### src/hdl/prox_regs.vh
// Register offsets, field positions, reset values and timing counts
`ifndef PROX_REGS_VH
`define PROX_REGS_VH

// Register offsets (byte address on the serial register port)
`define ADDR_IDENT 8'h00
`define ADDR_SOFT_RST 8'h01
`define ADDR_IRQ_CFG 8'h02
`define ADDR_LED_DIV 8'h0D
`define ADDR_SMP_DLY 8'h0E
`define ADDR_LED_CUR 8'h0F
`define ADDR_UP_HI 8'h10
`define ADDR_UP_LO 8'h11
`define ADDR_LO_HI 8'h12
`define ADDR_LO_LO 8'h13
`define ADDR_FILTER 8'h14
`define ADDR_INTEG 8'h15
`define ADDR_IRQ_STAT 8'h40

// Reset values
`define RST_SOFT_RST 1'b0
`define RST_IRQ_CFG 3'h2
`define RST_LED_DIV 5'h10
`define RST_SMP_DLY 5'h05
`define RST_LED_CUR 5'h09
`define RST_UP_LIM 8'hFF
`define RST_LO_LIM 8'h00
`define RST_FILTER 8'h11
`define RST_INTEG 2'h0

// Field positions
`define BIT_SOFT_RST 0
`define BIT_POLARITY 0
`define BIT_SELF_RELEASE 1
`define BIT_PULSE_MODE 2
`define BIT_TRIG_SIDE 4
`define BIT_HYST_EN 5
`define BIT_STAT_BELOW 0
`define BIT_STAT_ABOVE 1
`define BIT_STAT_PIN 4
`define FILT_N_MSB 7
`define FILT_N_LSB 4
`define FILT_M_MSB 3
`define FILT_M_LSB 0

// Timing: core clock 40 MHz, internal LED reference 4 MHz
`define CORE_PERIOD_NS 25
`define CORE_CLK_KHZ 40000
`define REF_CLK_KHZ 4000
`define REF_TICK_CYC (`CORE_CLK_KHZ / `REF_CLK_KHZ)
`define SAMPLE_STEP_NS 125
`define SAMPLE_STEP_CYC ((`SAMPLE_STEP_NS + `CORE_PERIOD_NS - 1) / `CORE_PERIOD_NS)
`define MIN_LED_DIV 5'h02

`endif

### src/hdl/m_of_n_window.v
// Sliding M-of-N window that qualifies threshold hits
`timescale 1ns/10ps
`include "prox_regs.vh"
module m_of_n_window (
    input wire core_clk_i,
    input wire resetn_i,
    input wire clr_i,
    input wire sample_i,
    input wire hit_i,
    input wire [3:0] m_i,
    input wire [3:0] n_i,
    output reg pass_o,
    output reg valid_o
);

reg [14:0] hist_q;
reg [14:0] hist_d;
reg [3:0] ones;
reg pass_d;
integer i;

// Count hits among the newest N results, including this one
always @* begin
    hist_d = {hist_q[13:0], hit_i};
    ones = 4'h0;
    for (i = 0; i < 15; i = i + 1) begin
        if ((i < n_i) && hist_d[i]) begin
            ones = ones + 4'h1;
        end
    end
    // Zero in M or N disables the interrupt
    pass_d = (m_i != 4'h0) && (n_i != 4'h0) && (ones >= m_i);
end

// History and result registers
always @(posedge core_clk_i or negedge resetn_i) begin
    if (!resetn_i) begin
        hist_q <= 15'h0000;
        pass_o <= 1'b0;
        valid_o <= 1'b0;
    end else if (clr_i) begin
        hist_q <= 15'h0000;
        pass_o <= 1'b0;
        valid_o <= 1'b0;
    end else begin
        valid_o <= sample_i;
        if (sample_i) begin
            hist_q <= hist_d;
            pass_o <= pass_d;
        end
    end
end

endmodule

### src/hdl/prox_cfg_irq.v
// Proximity sensor configuration registers, LED timing and interrupt logic
`timescale 1ns/10ps
`include "prox_regs.vh"

module prox_cfg_irq #(
    parameter [3:0] PART_CODE = 4'h3, // Arbitrary value
    parameter [3:0] REV_CODE = 4'h1 // Arbitrary value
) (
    input wire core_clk_i,
    input wire resetn_i,
    input wire [7:0] reg_addr_i,
    input wire reg_wr_i,
    input wire [7:0] reg_wdata_i,
    input wire reg_rd_i,
    input wire stop_i,
    input wire meas_active_i,
    input wire meas_done_i,
    input wire [15:0] proximity_result_i,
    output reg [7:0] reg_rdata_o,
    output reg irq_pin_o,
    output reg soft_restart_o,
    output reg led_pulse_o,
    output reg sample_strobe_o,
    output reg led_drv_en_o,
    output reg [4:0] sink_current_code_o
);

// Register state
reg soft_restart_bit_q;
reg [2:0] irq_cfg_q;
reg [4:0] led_div_q;
reg [4:0] smp_dly_q;
reg [4:0] led_cur_q;
reg [7:0] up_hi_q;
reg [7:0] up_lo_q;
reg [7:0] lo_hi_q;
reg [7:0] lo_lo_q;
reg [7:0] filter_q;
reg [1:0] integ_q;

// Interrupt state
reg above_limit_flag_q;
reg below_limit_flag_q;
reg pin_state_q;
reg above_cap_q;
reg below_cap_q;
reg above_d;
reg below_d;
reg pin_d;

// LED timing state
reg [3:0] ref_cnt_q;
reg [4:0] phase_q;
reg led_on_q;
reg [7:0] dly_cnt_q;

// Soft reset fires when the bit is set and the transaction ends
wire srst = stop_i & soft_restart_bit_q;

// Mode decode
wire polarity = irq_cfg_q[`BIT_POLARITY];
wire self_release = irq_cfg_q[`BIT_SELF_RELEASE];
wire pulse_mode = irq_cfg_q[`BIT_PULSE_MODE];
wire hyst_on = integ_q[`BIT_HYST_EN - 4] & self_release;
wire trigger_side_select = integ_q[`BIT_TRIG_SIDE - 4];

// Limits assembled from MSB and LSB registers
wire [15:0] upper_limit = {up_hi_q, up_lo_q};
wire [15:0] lower_limit = {lo_hi_q, lo_lo_q};

// Unsigned window compare on each new result
wire above_c = proximity_result_i > upper_limit;
wire below_c = proximity_result_i < lower_limit;

// Which side feeds the filter: set side only under hysteresis
wire hit_c = hyst_on ? (trigger_side_select ? above_c : below_c)
                     : (above_c | below_c);

// Latched-mode read of the status register clears the flags
wire stat_rd = reg_rd_i && (reg_addr_i == `ADDR_IRQ_STAT);
wire rd_clr = stat_rd & ~self_release;

wire filt_pass;
wire filt_valid;

// M-of-N qualification of threshold hits
m_of_n_window u_window (
    .core_clk_i(core_clk_i),
    .resetn_i(resetn_i),
    .clr_i(srst),
    .sample_i(meas_done_i),
    .hit_i(hit_c),
    .m_i(filter_q[`FILT_M_MSB:`FILT_M_LSB]),
    .n_i(filter_q[`FILT_N_MSB:`FILT_N_LSB]),
    .pass_o(filt_pass),
    .valid_o(filt_valid)
);

// Configuration registers, written over the register port
always @(posedge core_clk_i or negedge resetn_i) begin
    if (!resetn_i) begin
        soft_restart_bit_q <= `RST_SOFT_RST;
        irq_cfg_q <= `RST_IRQ_CFG;
        led_div_q <= `RST_LED_DIV;
        smp_dly_q <= `RST_SMP_DLY;
        led_cur_q <= `RST_LED_CUR;
        up_hi_q <= `RST_UP_LIM;
        up_lo_q <= `RST_UP_LIM;
        lo_hi_q <= `RST_LO_LIM;
        lo_lo_q <= `RST_LO_LIM;
        filter_q <= `RST_FILTER;
        integ_q <= `RST_INTEG;
    end else if (srst) begin
        soft_restart_bit_q <= `RST_SOFT_RST;
        irq_cfg_q <= `RST_IRQ_CFG;
        led_div_q <= `RST_LED_DIV;
        smp_dly_q <= `RST_SMP_DLY;
        led_cur_q <= `RST_LED_CUR;
        up_hi_q <= `RST_UP_LIM;
        up_lo_q <= `RST_UP_LIM;
        lo_hi_q <= `RST_LO_LIM;
        lo_lo_q <= `RST_LO_LIM;
        filter_q <= `RST_FILTER;
        integ_q <= `RST_INTEG;
    end else if (reg_wr_i) begin
        // Ident and status offsets take no write
        case (reg_addr_i)
            `ADDR_SOFT_RST: begin
                soft_restart_bit_q <= reg_wdata_i[`BIT_SOFT_RST];
            end
            `ADDR_IRQ_CFG: begin
                irq_cfg_q <= reg_wdata_i[2:0];
            end
            `ADDR_LED_DIV: begin
                led_div_q <= reg_wdata_i[4:0];
            end
            `ADDR_SMP_DLY: begin
                smp_dly_q <= reg_wdata_i[4:0];
            end
            `ADDR_LED_CUR: begin
                led_cur_q <= reg_wdata_i[4:0];
            end
            `ADDR_UP_HI: begin
                up_hi_q <= reg_wdata_i;
            end
            `ADDR_UP_LO: begin
                up_lo_q <= reg_wdata_i;
            end
            `ADDR_LO_HI: begin
                lo_hi_q <= reg_wdata_i;
            end
            `ADDR_LO_LO: begin
                lo_lo_q <= reg_wdata_i;
            end
            `ADDR_FILTER: begin
                filter_q <= reg_wdata_i;
            end
            `ADDR_INTEG: begin
                integ_q <= reg_wdata_i[5:4];
            end
            default: begin
                integ_q <= integ_q;
            end
        endcase
    end
end

// Read data, registered on each read strobe; unused bits read zero
always @(posedge core_clk_i or negedge resetn_i) begin
    if (!resetn_i) begin
        reg_rdata_o <= 8'h00;
    end else if (reg_rd_i) begin
        case (reg_addr_i)
            `ADDR_IDENT: reg_rdata_o <= {PART_CODE, REV_CODE};
            `ADDR_SOFT_RST: reg_rdata_o <= {7'h00, soft_restart_bit_q};
            `ADDR_IRQ_CFG: reg_rdata_o <= {5'h00, irq_cfg_q};
            `ADDR_LED_DIV: reg_rdata_o <= {3'h0, led_div_q};
            `ADDR_SMP_DLY: reg_rdata_o <= {3'h0, smp_dly_q};
            `ADDR_LED_CUR: reg_rdata_o <= {3'h0, led_cur_q};
            `ADDR_UP_HI: reg_rdata_o <= up_hi_q;
            `ADDR_UP_LO: reg_rdata_o <= up_lo_q;
            `ADDR_LO_HI: reg_rdata_o <= lo_hi_q;
            `ADDR_LO_LO: reg_rdata_o <= lo_lo_q;
            `ADDR_FILTER: reg_rdata_o <= filter_q;
            `ADDR_INTEG: reg_rdata_o <= {2'h0, integ_q, 4'h0};
            `ADDR_IRQ_STAT: begin
                reg_rdata_o <= {3'h0, pin_state_q, 2'h0,
                                above_limit_flag_q,
                                below_limit_flag_q};
            end
            default: reg_rdata_o <= 8'h00;
        endcase
    end
end

// Next flag and pin values: status-read clear on any cycle, filter update when it answers
always @* begin
    above_d = rd_clr ? 1'b0 : above_limit_flag_q;
    below_d = rd_clr ? 1'b0 : below_limit_flag_q;
    if (filt_valid) begin
        if (!self_release) begin
            // Latched: new events add to what is pending
            above_d = above_d | (filt_pass & above_cap_q);
            below_d = below_d | (filt_pass & below_cap_q);
        end else if (hyst_on && trigger_side_select) begin
            if (filt_pass && above_cap_q) begin
                above_d = 1'b1;
            end else if (below_cap_q) begin
                above_d = 1'b0;
            end
            below_d = 1'b0;
        end else if (hyst_on) begin
            if (filt_pass && below_cap_q) begin
                below_d = 1'b1;
            end else if (above_cap_q) begin
                below_d = 1'b0;
            end
            above_d = 1'b0;
        end else begin
            // Self-release window mode: fresh decision every result
            above_d = filt_pass & above_cap_q;
            below_d = filt_pass & below_cap_q;
        end
    end
    if (pulse_mode) begin
        pin_d = filt_valid & (above_d | below_d);
    end else begin
        pin_d = above_d | below_d;
    end
end

// Interrupt flags, captured compare results and pin
always @(posedge core_clk_i or negedge resetn_i) begin
    if (!resetn_i) begin
        above_limit_flag_q <= 1'b0;
        below_limit_flag_q <= 1'b0;
        above_cap_q <= 1'b0;
        below_cap_q <= 1'b0;
        pin_state_q <= 1'b0;
        irq_pin_o <= 1'b1;
        soft_restart_o <= 1'b0;
    end else if (srst) begin
        above_limit_flag_q <= 1'b0;
        below_limit_flag_q <= 1'b0;
        above_cap_q <= 1'b0;
        below_cap_q <= 1'b0;
        pin_state_q <= 1'b0;
        irq_pin_o <= 1'b1;
        soft_restart_o <= 1'b1;
    end else begin
        soft_restart_o <= 1'b0;
        if (meas_done_i) begin
            above_cap_q <= above_c;
            below_cap_q <= below_c;
        end
        above_limit_flag_q <= above_d;
        below_limit_flag_q <= below_d;
        pin_state_q <= pin_d;
        irq_pin_o <= polarity ? pin_d : ~pin_d;
    end
end

// Effective divider, kept at the smallest valid value if set lower
wire [4:0] div_eff = (led_div_q < `MIN_LED_DIV) ? `MIN_LED_DIV
                                                : led_div_q;
// Timing counts held wide once, then cut to the counter widths
wire [31:0] tick_last = `REF_TICK_CYC - 1;
wire [31:0] step_cyc = `SAMPLE_STEP_CYC;
wire ref_tick = (ref_cnt_q == tick_last[3:0]);
wire [4:0] half_div = {1'b0, div_eff[4:1]};
wire led_run = meas_active_i & (led_cur_q != 5'h00);
wire led_on_d = led_run && (phase_q < half_div);
wire led_edge = led_on_d != led_on_q;
wire [7:0] dly_load = ({3'h0, smp_dly_q} - 8'h01) * step_cyc[7:0];

// 4 MHz reference tick and LED phase within one pulse period
always @(posedge core_clk_i or negedge resetn_i) begin
    if (!resetn_i) begin
        ref_cnt_q <= 4'h0;
        phase_q <= 5'h00;
        led_on_q <= 1'b0;
    end else if (srst || !led_run) begin
        ref_cnt_q <= 4'h0;
        phase_q <= 5'h00;
        led_on_q <= 1'b0;
    end else begin
        ref_cnt_q <= ref_tick ? 4'h0 : ref_cnt_q + 4'h1;
        if (ref_tick) begin
            // Period is div_eff reference ticks
            phase_q <= (phase_q >= div_eff - 5'h01) ? 5'h00
                                                    : phase_q + 5'h01;
        end
        led_on_q <= led_on_d;
    end
end

// Sample strobe a programmed delay after each LED edge
always @(posedge core_clk_i or negedge resetn_i) begin
    if (!resetn_i) begin
        dly_cnt_q <= 8'h00;
        sample_strobe_o <= 1'b0;
    end else if (srst) begin
        dly_cnt_q <= 8'h00;
        sample_strobe_o <= 1'b0;
    end else begin
        sample_strobe_o <= 1'b0;
        if (led_edge) begin
            if (smp_dly_q <= 5'h01) begin
                sample_strobe_o <= 1'b1;
                dly_cnt_q <= 8'h00;
            end else begin
                dly_cnt_q <= dly_load;
            end
        end else if (dly_cnt_q != 8'h00) begin
            dly_cnt_q <= dly_cnt_q - 8'h01;
            sample_strobe_o <= (dly_cnt_q == 8'h01);
        end
    end
end

// LED driver outputs: current code and enable
always @(posedge core_clk_i or negedge resetn_i) begin
    if (!resetn_i) begin
        led_pulse_o <= 1'b0;
        led_drv_en_o <= 1'b0;
        sink_current_code_o <= `RST_LED_CUR;
    end else begin
        led_pulse_o <= led_on_d;
        led_drv_en_o <= led_cur_q != 5'h00;
        sink_current_code_o <= led_cur_q;
    end
end

endmodule

### config.mk
export PLATFORM = sky130hd
export DESIGN_NAME = prox_cfg_irq
export DESIGN_NICKNAME = d
export VERILOG_FILES = /design/src/hdl/m_of_n_window.v /design/src/hdl/prox_cfg_irq.v
export VERILOG_INCLUDE_DIRS = /design/src /design/src/hdl
export SDC_FILE = /design/constraint.sdc
export NUM_CORES = 1
export LEC_CHECK = 0
export ABC_AREA = 1
export BUFFER_PORTS_ARGS = -buffer_cell sky130_fd_sc_hd__buf_2
export CAP_MARGIN = 20
export CORE_ASPECT_RATIO = 0.8
export CORE_UTILIZATION = 28
export DETAILED_ROUTE_END_ITERATION = 7
export PLACE_DENSITY = 0.51
export RECOVER_POWER = 25
export SYNTH_ARGS = -nofsm -noshare
export SYNTH_HDL_FRONTEND = slang
export SYNTH_SLANG_ARGS = --single-unit
### constraint.sdc
create_clock -name core_clk_i -period 7.3 [get_ports core_clk_i]
set_input_delay 0 -clock core_clk_i [delete_from_list [all_inputs] [get_ports core_clk_i]]
set_output_delay 0 -clock core_clk_i [all_outputs]
set_load 0.005 [all_outputs]
==> results of run 1 <==
==> cell families after synthesis <==
| group | count (synthesis) | share of synthesized area |
|---|---|---|
| simple gates | 463 | 0.2492 |
| compound gates | 208 | 0.1457 |
| buf+inv | 207 | 0.09312 |
| flops | 118 | 0.3579 |
| fa+ha+maj | 78 | 0.1179 |
| xor+xnor | 28 | 0.02939 |
| mux | 5 | 0.006747 |
==> routing by layer <==
layer	vias to the layer above	routed length [um]
li1	3957	-
met1	3545	12450
met3	13	945
met2	157	9891
met4	0	215
met5	-	0
==> cell type report <==
cell class / count / area [um^2] / area share
clock buffer: 17 / 425.4 / 0.04014
clock inverter: 15 / 190.2 / 0.01794
inverter: 194 / 728.2 / 0.06871
multi-input combinational: 782 / 4757 / 0.4488
sequential: 118 / 2987 / 0.2818
tap: 377 / 471.7 / 0.04450
timing repair buffer: 154 / 1040 / 0.09810
==> sequential cells by signal, summed over array words and instances (netlist names), 4 cells and up <==
signal and flops:
up_lo_q 8, u_window.hist_q 14, filter_q 8, smp_dly_q 5, reg_rdata_o 8, led_div_q 5, sink_current_code_o 5, lo_lo_q 8
led_cur_q 5, phase_q 5, lo_hi_q 8, dly_cnt_q 8, up_hi_q 8, ref_cnt_q 4
==> worst reg2reg max path, delay by kind of cell, from the launching register on <==
kind | cells | cell delay (ns)
simple gates | 26 | 1.98
fa+ha+maj | 10 | 2.51
flops | 1 | 0.36
compound gates | 18 | 2.54
buf+inv | 5 | 0.24
xor+xnor | 3 | 0.44
==> how the worst min path moves through the flow <==
stage                               from            to  cells after the start
after floorplan                 resetn_i   above_cap_q                      0
final                     reg_wdata_i[4]   filter_q[4]                      3
after detailed placement        resetn_i  ref_cnt_q[3]                      1
after global routing      reg_wdata_i[4]  led_div_q[4]                      3
after global placement          resetn_i  ref_cnt_q[3]                      1
after CTS                 reg_wdata_i[4]   filter_q[4]                      3
==> synthesized netlist by cell type (3+ instances only) <==
cell type,instances
inv_2,8
ha_1,77
xnor2_1,5
nor2_1,90
a22oi_1,4
nand2_4,8
dfrtp_1,91
clkbuf_1,11
mux2_2,5
nand3_2,8
nand4_1,5
a31oi_1,3
nand2_2,16
or2_2,3
o41ai_1,3
inv_1,185
nand2_1,238
nand3b_1,6
a221oi_1,6
nor3_1,18
o21a_1,3
o21ai_1,9
dfstp_2,27
o211ai_1,3
o22ai_1,34
xor2_1,23
a21boi_0,6
a21oi_1,41
a32o_1,3
nand3_1,62
o21ai_0,80
==> power by group through the flow <==
stage / sequential (mW) / clock (mW) / combinational [mW]
final: 1.12 / 0.888 / 3.43
after global routing: 1.16 / 0.936 / 3.92
after CTS: 1.12 / 0.899 / 3.15
after detailed placement: 1.13 / 0 / 3.12
after global placement: 1.13 / 0 / 3.09
after floorplan: 1.09 / 0 / 2.07
==> through the flow <==
stage / total power [mW] / hold WS (ns) / util / std cells
floorplan: 3.159 / -0.2956 / - / 1107
global placement: 4.222 / 0.1090 / 0.3313 / 1610
detailed placement: 4.252 / 0.1093 / 0.3313 / 1610
CTS: 5.168 / 0.008759 / 0.3557 / 1652
global route: 6.017 / 0.003348 / 0.3619 / 1657
finish: 5.442 / 0.004437 / 0.3619 / 1657
==> repair_timing <==
action | 4_1_cts | 5_1_grt
gates resized for setup | 0 | 43
endpoints found under the setup margin | 1 | 1
hold endpoints to repair | 62 | 0
pin swaps | 0 | 48
buffers inserted | 0 | 4
hold buffers | 10 | 0
==> cells in the final DEF (no fill, tap or decap), types with 17 or more instances in the layout <==
cell         n
nand2_1    226
inv_1      179
dfrtp_1     91
nor2_1      89
buf_4       88
o21ai_0     76
ha_1        73
nand3_1     60
buf_2       55
a21oi_1     38
o22ai_1     34
nand2_2     27
dfstp_2     25
xor2_1      22
nor3_1      18
clkbuf_16   17
==> results.sh, run 1 <==
export IMPL_htreeDepth=4
export IMPL_path_buf_inv=5
export IMPL_critical_path_class="reg -> reg"
export IMPL_finalWorstPathRequiredPeriod_ns=8.190
export IMPL_met1_usage=0.2319
export IMPL_r2r_end="u_window.pass_o"
export IMPL_dieHeight_um=156.4
export IMPL_synth_edf_count=0
export IMPL_crit_slowest_cell="dfrtp_1"
export IMPL_cts_buffers=17
export IMPL_leakage_nw=5.346
export IMPL_die_w_um=195.0
export IMPL_outcome="complete, but fails checks"
export IMPL_violations="max-capacitance violations, max-slew violations, negative setup slack"
export IMPL_portBuffers=56
export IMPL_clkPwrFrac=0.163
export IMPL_core_area_um2=29290
export IMPL_grt_util_met3=0.02522
export IMPL_grt_total_usage=0.1572
export IMPL_synth_top_area_cell="dfrtp_1"
export IMPL_ir_drop_mv=0.1838
export IMPL_grt_max_degree=64
export IMPL_dr_pass1_iters=6
export IMPL_overflow=0
export IMPL_io_pins=57
export IMPL_ys_seq_elements=118
export IMPL_setup_ws_ns=-0.8902
export IMPL_path_max_fanout=3
export IMPL_grt_pass1_wl_um=37710
export IMPL_fin_area_um2=10600
export IMPL_grt_pass1_vias=7178
export IMPL_switching_power_mw=2.427
export IMPL_vias_per_cell=4.630
export IMPL_syn_inst=1107
export IMPL_synth_cell_types=50
export IMPL_clock_latency_ns=0.42
export IMPL_reg2reg_from="lo_lo_q[1]"
export IMPL_crit_cells=62
export IMPL_crit_path_max_incr_delay_ns=0.36
export IMPL_internal_power_mw=3.014
export IMPL_setup_worst_path_start_class="register"
export IMPL_path_common_cell="nand2_1"
export IMPL_hold_viol_final=0
export IMPL_hp_class="in -> reg"
export IMPL_gp_congestion=0.8817
export IMPL_synth_area_leaders="dfrtp_1, ha_1, nand2_1"
export IMPL_ant_nets=0
export IMPL_slew_violations=57
export IMPL_synth_nets=1224
export IMPL_area_growth_pct=27.02
export IMPL_cp_startpoint="lo_lo_q[1]"
export IMPL_ys_warn_count=0
export IMPL_antenna_found_initial=0
export IMPL_min_period_over_period=1.122
export IMPL_timing_slew_headroom=-1.088
export IMPL_cts_root_buffer="clkbuf_16"
export IMPL_busiest_layer="met2"
export IMPL_dieArea_um2=30500
export IMPL_drt_iter0_drc=495
export IMPL_dp_hpwl_um=18320
export IMPL_postPlaceCellArea_um2=9702
export IMPL_cp_end_kind="register"
export IMPL_arrival_ns=8.50
export IMPL_seqPwrFrac=0.206
export IMPL_required_ns=7.61
export IMPL_antenna_diode_count=0
export IMPL_power_density_nw_per_um2=513.4
export IMPL_ys_seq_area_frac=0.3579
export IMPL_pre_cts_ws_ns=-0.9187
export IMPL_drv_cap=1
export IMPL_async_reset_ff_frac=1.000
export IMPL_finalClockSkew_ns=0.01018
export IMPL_clock_sinks=118
export IMPL_pwr_share_comb=0.631
export IMPL_remaining_drc_errors=0
export IMPL_rsz0062_at_grt="yes"
export IMPL_fmax_ghz=0.1221
export IMPL_fin_nets=1384
export IMPL_nFillCells=3068
export IMPL_vias=7672
export IMPL_clkTransAtPathRegs_ns=0.06
export IMPL_synth_main_ff_cell="dfrtp_1"
export IMPL_drive_gt1_frac=0.2273
export IMPL_cts_buffer_depth=2
export IMPL_setup_viol=1
export IMPL_grt_use_met2=0.2393
export IMPL_reg2reg_slack_ns=-0.89
export IMPL_finalWirelength_um=23510
export IMPL_syn_cell_area_um2=8344
export IMPL_crit_family="compound AO/OA/AOI/OAI gates"
export IMPL_synth_top_area_share=0.2729
export IMPL_tightest_slew_ns=3.132
export IMPL_postSynthAreaPerCell_um2=7.538
export IMPL_final_setup_tns_ns=-0.8902
export IMPL_reg2reg_depth=62
export IMPL_placementRows=56
export IMPL_endpoint="u_window.pass_o"
export IMPL_wire_per_inst_um=14.19
export IMPL_start_util=0.2849
export IMPL_swShare=0.4461
export IMPL_cts_tree="yes"
Power figures use the tool's default switching activity.
==> run 2: changes to the inputs <==
==> constraint.sdc (replaced) <==
create_clock -name core_clk_i -period 7.3 [get_ports core_clk_i]
set_input_delay 0 -clock core_clk_i [delete_from_list [all_inputs] [get_ports core_clk_i]]
set_output_delay 0 -clock core_clk_i [all_outputs]
set_load 0.01 [all_outputs]
==> run 2 against run 1 <==
Effect of this change: the flow still finishes with violations (max-capacitance violations, max-slew violations, negative setup slack); register-to-register slack about the same; highest routed layer unchanged; first-iteration DRC count stayed put; maximum frequency unchanged; combinational power barely moved; setup slack about the same; non-clock buffer count did not move; design area hardly changed.
==> results.sh, run 2 (synthesis gave the netlist of run 1 again) <==
export IMPL_hold_viol_final=0
export IMPL_endpoint="u_window.pass_o"
export IMPL_dieHeight_um=156.4
export IMPL_slew_violations=57
export IMPL_top_register="u_window.hist_q"
export IMPL_crit_cells=62
export IMPL_outcome="complete, but fails checks"
export IMPL_fin_nets=1384
export IMPL_overflow=0
export IMPL_finalClockSkew_ns=0.01018
export IMPL_drt_iter0_drc=495
export IMPL_finalWorstPathRequiredPeriod_ns=8.190
export IMPL_wire_per_inst_um=14.19
export IMPL_cts_buffers=17
export IMPL_setup_viol=1
export IMPL_critical_path_class="reg -> reg"
export IMPL_r2r_end="u_window.pass_o"
export IMPL_setup_ws_ns=-0.8902
export IMPL_path_common_cell="nand2_1"
export IMPL_cts_buffer_depth=2
export IMPL_remaining_drc_errors=0
export IMPL_clkTransAtPathRegs_ns=0.06
export IMPL_reg2reg_depth=62
export IMPL_drive_gt1_frac=0.2250
export IMPL_path_buf_inv=5
export IMPL_largest_reg_flops=14
export IMPL_hp_class="in -> reg"
export IMPL_min_period_over_period=1.122
export IMPL_crit_path_max_incr_delay_ns=0.36
export IMPL_htreeDepth=4
export IMPL_dr_pass1_iters=6
export IMPL_timing_slew_headroom=-1.088
export IMPL_power_density_nw_per_um2=514.4
export IMPL_fin_total_pwr_mw=5.450
export IMPL_vias_per_cell=4.630
export IMPL_rsz0062_at_grt="yes"
export IMPL_grt_max_degree=64
export IMPL_crit_family="compound AO/OA/AOI/OAI gates"
export IMPL_core_area_um2=29290
export IMPL_fmax_ghz=0.1221
export IMPL_reg2reg_from="lo_lo_q[1]"
export IMPL_drv_cap=1
export IMPL_leakage_nw=5.336
export IMPL_ir_drop_mv=0.1838
export IMPL_final_common_cell="nand2_1"
export IMPL_vias=7672
export IMPL_die_w_um=195.0
export IMPL_antenna_found_initial=0
export IMPL_cts_tree="yes"
export IMPL_clock_latency_ns=0.42
export IMPL_io_pins=57
export IMPL_finalWirelength_um=23510
export IMPL_ant_nets=0
export IMPL_crit_slowest_cell="dfrtp_1"
export IMPL_required_ns=7.61
export IMPL_cp_startpoint="lo_lo_q[1]"
export IMPL_gp_congestion=0.8817
export IMPL_mostFrequentLayoutCells="nand2_1, inv_1, dfrtp_1"
export IMPL_grt_pass1_vias=7178
export IMPL_start_util=0.2849
export IMPL_grt_total_usage=0.1572
export IMPL_placementRows=56
export IMPL_antenna_diode_count=0
export IMPL_tightest_slew_ns=3.132
export IMPL_dieArea_um2=30500
export IMPL_post_route_util=0.3618
export IMPL_arrival_ns=8.50
export IMPL_setup_worst_path_start_class="register"
export IMPL_clock_sinks=118
export IMPL_violations="max-capacitance violations, max-slew violations, negative setup slack"
export IMPL_area_growth_pct=26.98
export IMPL_reg2reg_slack_ns=-0.89
export IMPL_cp_end_kind="register"
export IMPL_dp_hpwl_um=18320
export IMPL_portBuffers=56
export IMPL_cts_root_buffer="clkbuf_16"
export IMPL_grt_pass1_wl_um=37710
export IMPL_path_max_fanout=3
-- run 2: tightest hold or removal path: cells and delay by family --
family	cells	cell delay, ns
compound gates	1	0.18
simple gates	1	0.11
buf+inv	1	0.09
-- run 2: metal layers --
metal,routed length [um],GRT usage
met3,945,0.02522
met4,215,0.03337
met5,0,0
met2,9891,0.2393
met1,12460,0.2319
-- run 2: what timing repair did --
| action | 4_1_cts | 5_1_grt |
|---|---|---|
| pin swaps | 0 | 48 |
| hold buffers | 10 | 0 |
| hold endpoints to repair | 62 | 0 |
| gates resized for setup | 0 | 43 |
| setup endpoints to repair | 1 | 1 |
| setup buffers | 0 | 4 |
-- run 2: how the worst min path moves through the flow --
stage	from	end	slack [ns]	cells after the start
floorplan	resetn_i	above_cap_q	-0.30	0
global placement	resetn_i	ref_cnt_q[3]	0.11	1
detailed placement	resetn_i	ref_cnt_q[3]	0.11	1
CTS	reg_wdata_i[4]	filter_q[4]	0.009	3
global route	reg_wdata_i[4]	led_div_q[4]	0.003	3
finish	reg_wdata_i[4]	filter_q[4]	0.004	3
-- run 2: through the flow --
step	setup WS [ns]	hold WS, ns	cells	instance area [um^2]	TNS [ns]
detailed placement	-0.9187	0.1093	1610	9702	-0.9187
global placement	-0.7053	0.1090	1610	9702	-0.7053
global route	-1.550	0.003348	1657	10600	-1.550
CTS	-1.001	0.008759	1652	10420	-1.001
floorplan	-0.1883	-0.2956	1107	8373	-0.1883
finish	-0.8902	0.004437	1657	10600	-0.8902
-- run 2: area by class of cell --
class	instances	area, um^2
clock inverter	15	190.2
sequential	118	2987
timing repair buffer	154	1036
multi-input combinational	782	4757
inverter	194	728.2
fill	3068	18690
clock buffer	17	425.4
tap	377	471.7
-- run 2: where the power goes --
group / internal [mW] / switching (mW)
sequential: 0.956 / 0.167
combinational: 1.51 / 1.93
clock: 0.545 / 0.343
==> run 3: changes to the inputs <==
- ABC_AREA: 1 -> default
- PLACE_DENSITY: 0.51 -> 0.5
- SYNTH_HIERARCHICAL: default -> 1
==> run 3 against run 2 <==
Effect of this change: the run still ends with max-capacitance violations, max-slew violations, negative setup slack left; setup slack got worse by 1.5 ns; maximum frequency is 15% lower; clock power increased by 10%; first-iteration DRC count is 23% higher; register-to-register slack lost 1.5 ns; via count is 4.2% higher; worst hold slack better by 0.087 ns; non-clock buffer count increased by 35; cell count shrank 2.8%; synthesized area increased by 11%; routed wire length grew 17%; sequential share of layout area down 2.9 points; largest power group unchanged.
==> results.sh, run 3 <==
export IMPL_arrival_ns=9.96
export IMPL_grt_pass1_wl_um=42990
export IMPL_fin_cells=1611
export IMPL_syn_inst=1011
export IMPL_clock_sinks=118
export IMPL_cp_end_kind="register"
export IMPL_tightest_slew_ns=3.299
export IMPL_synth_top_area_share=0.2453
export IMPL_cts_tree="yes"
export IMPL_largest_reg_flops=14
export IMPL_fin_area_um2=11830
export IMPL_ir_drop_mv=0.1240
export IMPL_nFillCells=3279
export IMPL_yosysMostFrequentCell="nand2_1"
export IMPL_timing_slew_headroom=-1.199
export IMPL_pre_cts_ws_ns=-2.535
export IMPL_grt_pass1_vias=7578
export IMPL_drt_iter0_drc=610
export IMPL_power_density_nw_per_um2=295.7
export IMPL_crit_slowest_cell="dfstp_2"
export IMPL_cts_buffers=17
export IMPL_postSynthAreaPerCell_um2=9.183
export IMPL_min_period_over_period=1.327
export IMPL_fin_nets=1289
export IMPL_dieHeight_um=164.9
export IMPL_critical_path_class="reg -> reg"
export IMPL_synth_cell_types=98
export IMPL_crit_path_max_incr_delay_ns=0.54
export IMPL_die_w_um=205.6
export IMPL_regArea_um2=2987
export IMPL_grt_total_usage=0.1657
export IMPL_core_area_um2=32560
export IMPL_ys_seq_elements=118
export IMPL_cts_root_buffer="clkbuf_16"
export IMPL_finalWirelength_um=27530
export IMPL_htreeDepth=4
export IMPL_synth_main_ff_cell="dfrtp_1"
export IMPL_io_pins=57
export IMPL_dp_hpwl_um=20720
export IMPL_placementRows=59
export IMPL_drive_gt1_frac=0.2652
export IMPL_setup_ws_ns=-2.386
export IMPL_remaining_drc_errors=0
export IMPL_path_common_cell="ha_4"
export IMPL_postPlaceCellArea_um2=10810
export IMPL_violations="max-capacitance violations, max-slew violations, negative setup slack"
export IMPL_grt_max_degree=62
export IMPL_async_reset_ff_frac=1.000
export IMPL_final_common_cell="buf_4"
export IMPL_dr_pass1_iters=4
export IMPL_rsz0062_at_grt="yes"
export IMPL_cts_buffer_depth=2
export IMPL_ant_nets=0
export IMPL_top_register="u_window/hist_q"
export IMPL_area_growth_pct=27.41
export IMPL_dieArea_um2=33890
export IMPL_setup_viol=1
export IMPL_clkTransAtPathRegs_ns=0.06
export IMPL_setup_worst_path_start_class="register"
export IMPL_synth_area_leaders="dfrtp_1, ha_1, dfstp_2"
export IMPL_mostFrequentLayoutCells="buf_4, nand2_1, dfrtp_1"
export IMPL_required_ns=7.57
export IMPL_synth_nets=1128
export IMPL_syn_cell_area_um2=9284
export IMPL_finalClockSkew_ns=0.009866
export IMPL_gp_congestion=0.8402
export IMPL_slew_violations=60
export IMPL_synth_edf_count=0
export IMPL_antenna_diode_count=0
export IMPL_fmax_ghz=0.1032
export IMPL_placed_cells=1561
export IMPL_finalWorstPathRequiredPeriod_ns=9.686
export IMPL_final_setup_tns_ns=-2.386
export IMPL_post_route_util=0.3634
export IMPL_start_util=0.2852
export IMPL_antenna_found_initial=0
export IMPL_ys_seq_area_frac=0.3217
export IMPL_multi_input_area_um2=6076
export IMPL_leakage_nw=5.700
export IMPL_ys_warn_count=6
export IMPL_overflow=0
export IMPL_outcome="complete, but fails checks"
export IMPL_wire_per_inst_um=17.09
export IMPL_drv_cap=1
export IMPL_synthTopCellsByCount="nand2_1, dfrtp_1, ha_1"
export IMPL_vias_per_cell=4.963
export IMPL_hold_viol_final=0
export IMPL_vias=7995
export IMPL_synth_top_area_cell="dfrtp_1"
export IMPL_clock_latency_ns=0.42
export IMPL_hp_class="in -> reg"
export IMPL_portBuffers=56
export IMPL_path_max_fanout=3
-- run 3: changes by cell type after synthesis, moves of 19 or more --
cell / before / now
mux2i_1: 0 / 66
xnor2_1: 5 / 37
o22ai_1: 34 / 5
nand3_1: 62 / 28
o211ai_1: 3 / 22
o21ai_0: 80 / 34
nand2_1: 238 / 120
inv_1: 185 / 64
-- run 3: what timing repair did --
action                     CTS  global route
hold endpoints to repair    92             0
gates resized for setup      7            28
pin swaps                   13            26
setup endpoints to repair    1             1
buffers inserted             6             3
hold buffers                10             0
-- run 3: cell families after synthesis --
kind of cell    Yosys count  share of synthesized area
mux                      77                    0.08760
compound gates          222                     0.1713
fa+ha+maj                78                     0.1059
buf+inv                 114                    0.05256
simple gates            335                     0.1756
flops                   118                     0.3217
xor+xnor                 67                    0.08531
-- run 3: final timing paths --
kind	start	to	slack [ns]	cells after the start
max	up_hi_q[4]	u_window/pass_o	-2.39	49
min	reg_rd_i	reg_rdata_o[4]	0.09	3
max reg2reg	up_hi_q[4]	u_window/pass_o	-2.39	49
min reg2reg	led_cur_q[3]	sink_current_code_o[3]	0.41	0
max in group asynchronous	resetn_i	below_cap_q	3.94	3
min in group asynchronous	resetn_i	dly_cnt_q[4]	1.23	2
-- run 3: critical path, delay by kind of cell (launching register included) --
family,cells,cell delay (ns)
compound gates,12,1.88
xor+xnor,8,1.66
fa+ha+maj,9,2.13
buf+inv,3,0.27
flops,1,0.54
mux,3,0.60
simple gates,14,2.49
-- run 3: through the flow --
step	power [mW]	hold WS, ns
floorplan	1.919	-0.2956
global placement	2.394	0.1306
detailed placement	2.404	0.1284
CTS	3.454	0.07378
global route	3.732	0.1056
finish	3.498	0.09177
-- run 3: cell type report --
| type | instances | share of cell area |
|---|---|---|
| Inverter | 67 | 0.02147 |
| Timing Repair Buffer | 189 | 0.1101 |
| Clock inverter | 10 | 0.01904 |
| Clock buffer | 21 | 0.03808 |
| Multi-Input combinational cell | 779 | 0.5136 |
| Sequential cell | 118 | 0.2525 |
| Tap cell | 427 | 0.04517 |
-- run 3: routing by layer --
metal	vias up	wire length (um)	track usage
li1	3957	-	-
met1	3829	15000	0.2640
met2	191	11020	0.2273
met3	18	1317	0.02881
met4	0	193	0.03064
met5	-	0	0
-- run 3: report_power, final --
part | internal (mW) | leakage [nW] | switching (mW)
sequential | 0.831 | 1.50 | 0.135
clock | 0.680 | 0.331 | 0.298
combinational | 0.794 | 3.87 | 0.759
total | 2.30 | 5.70 | 1.19
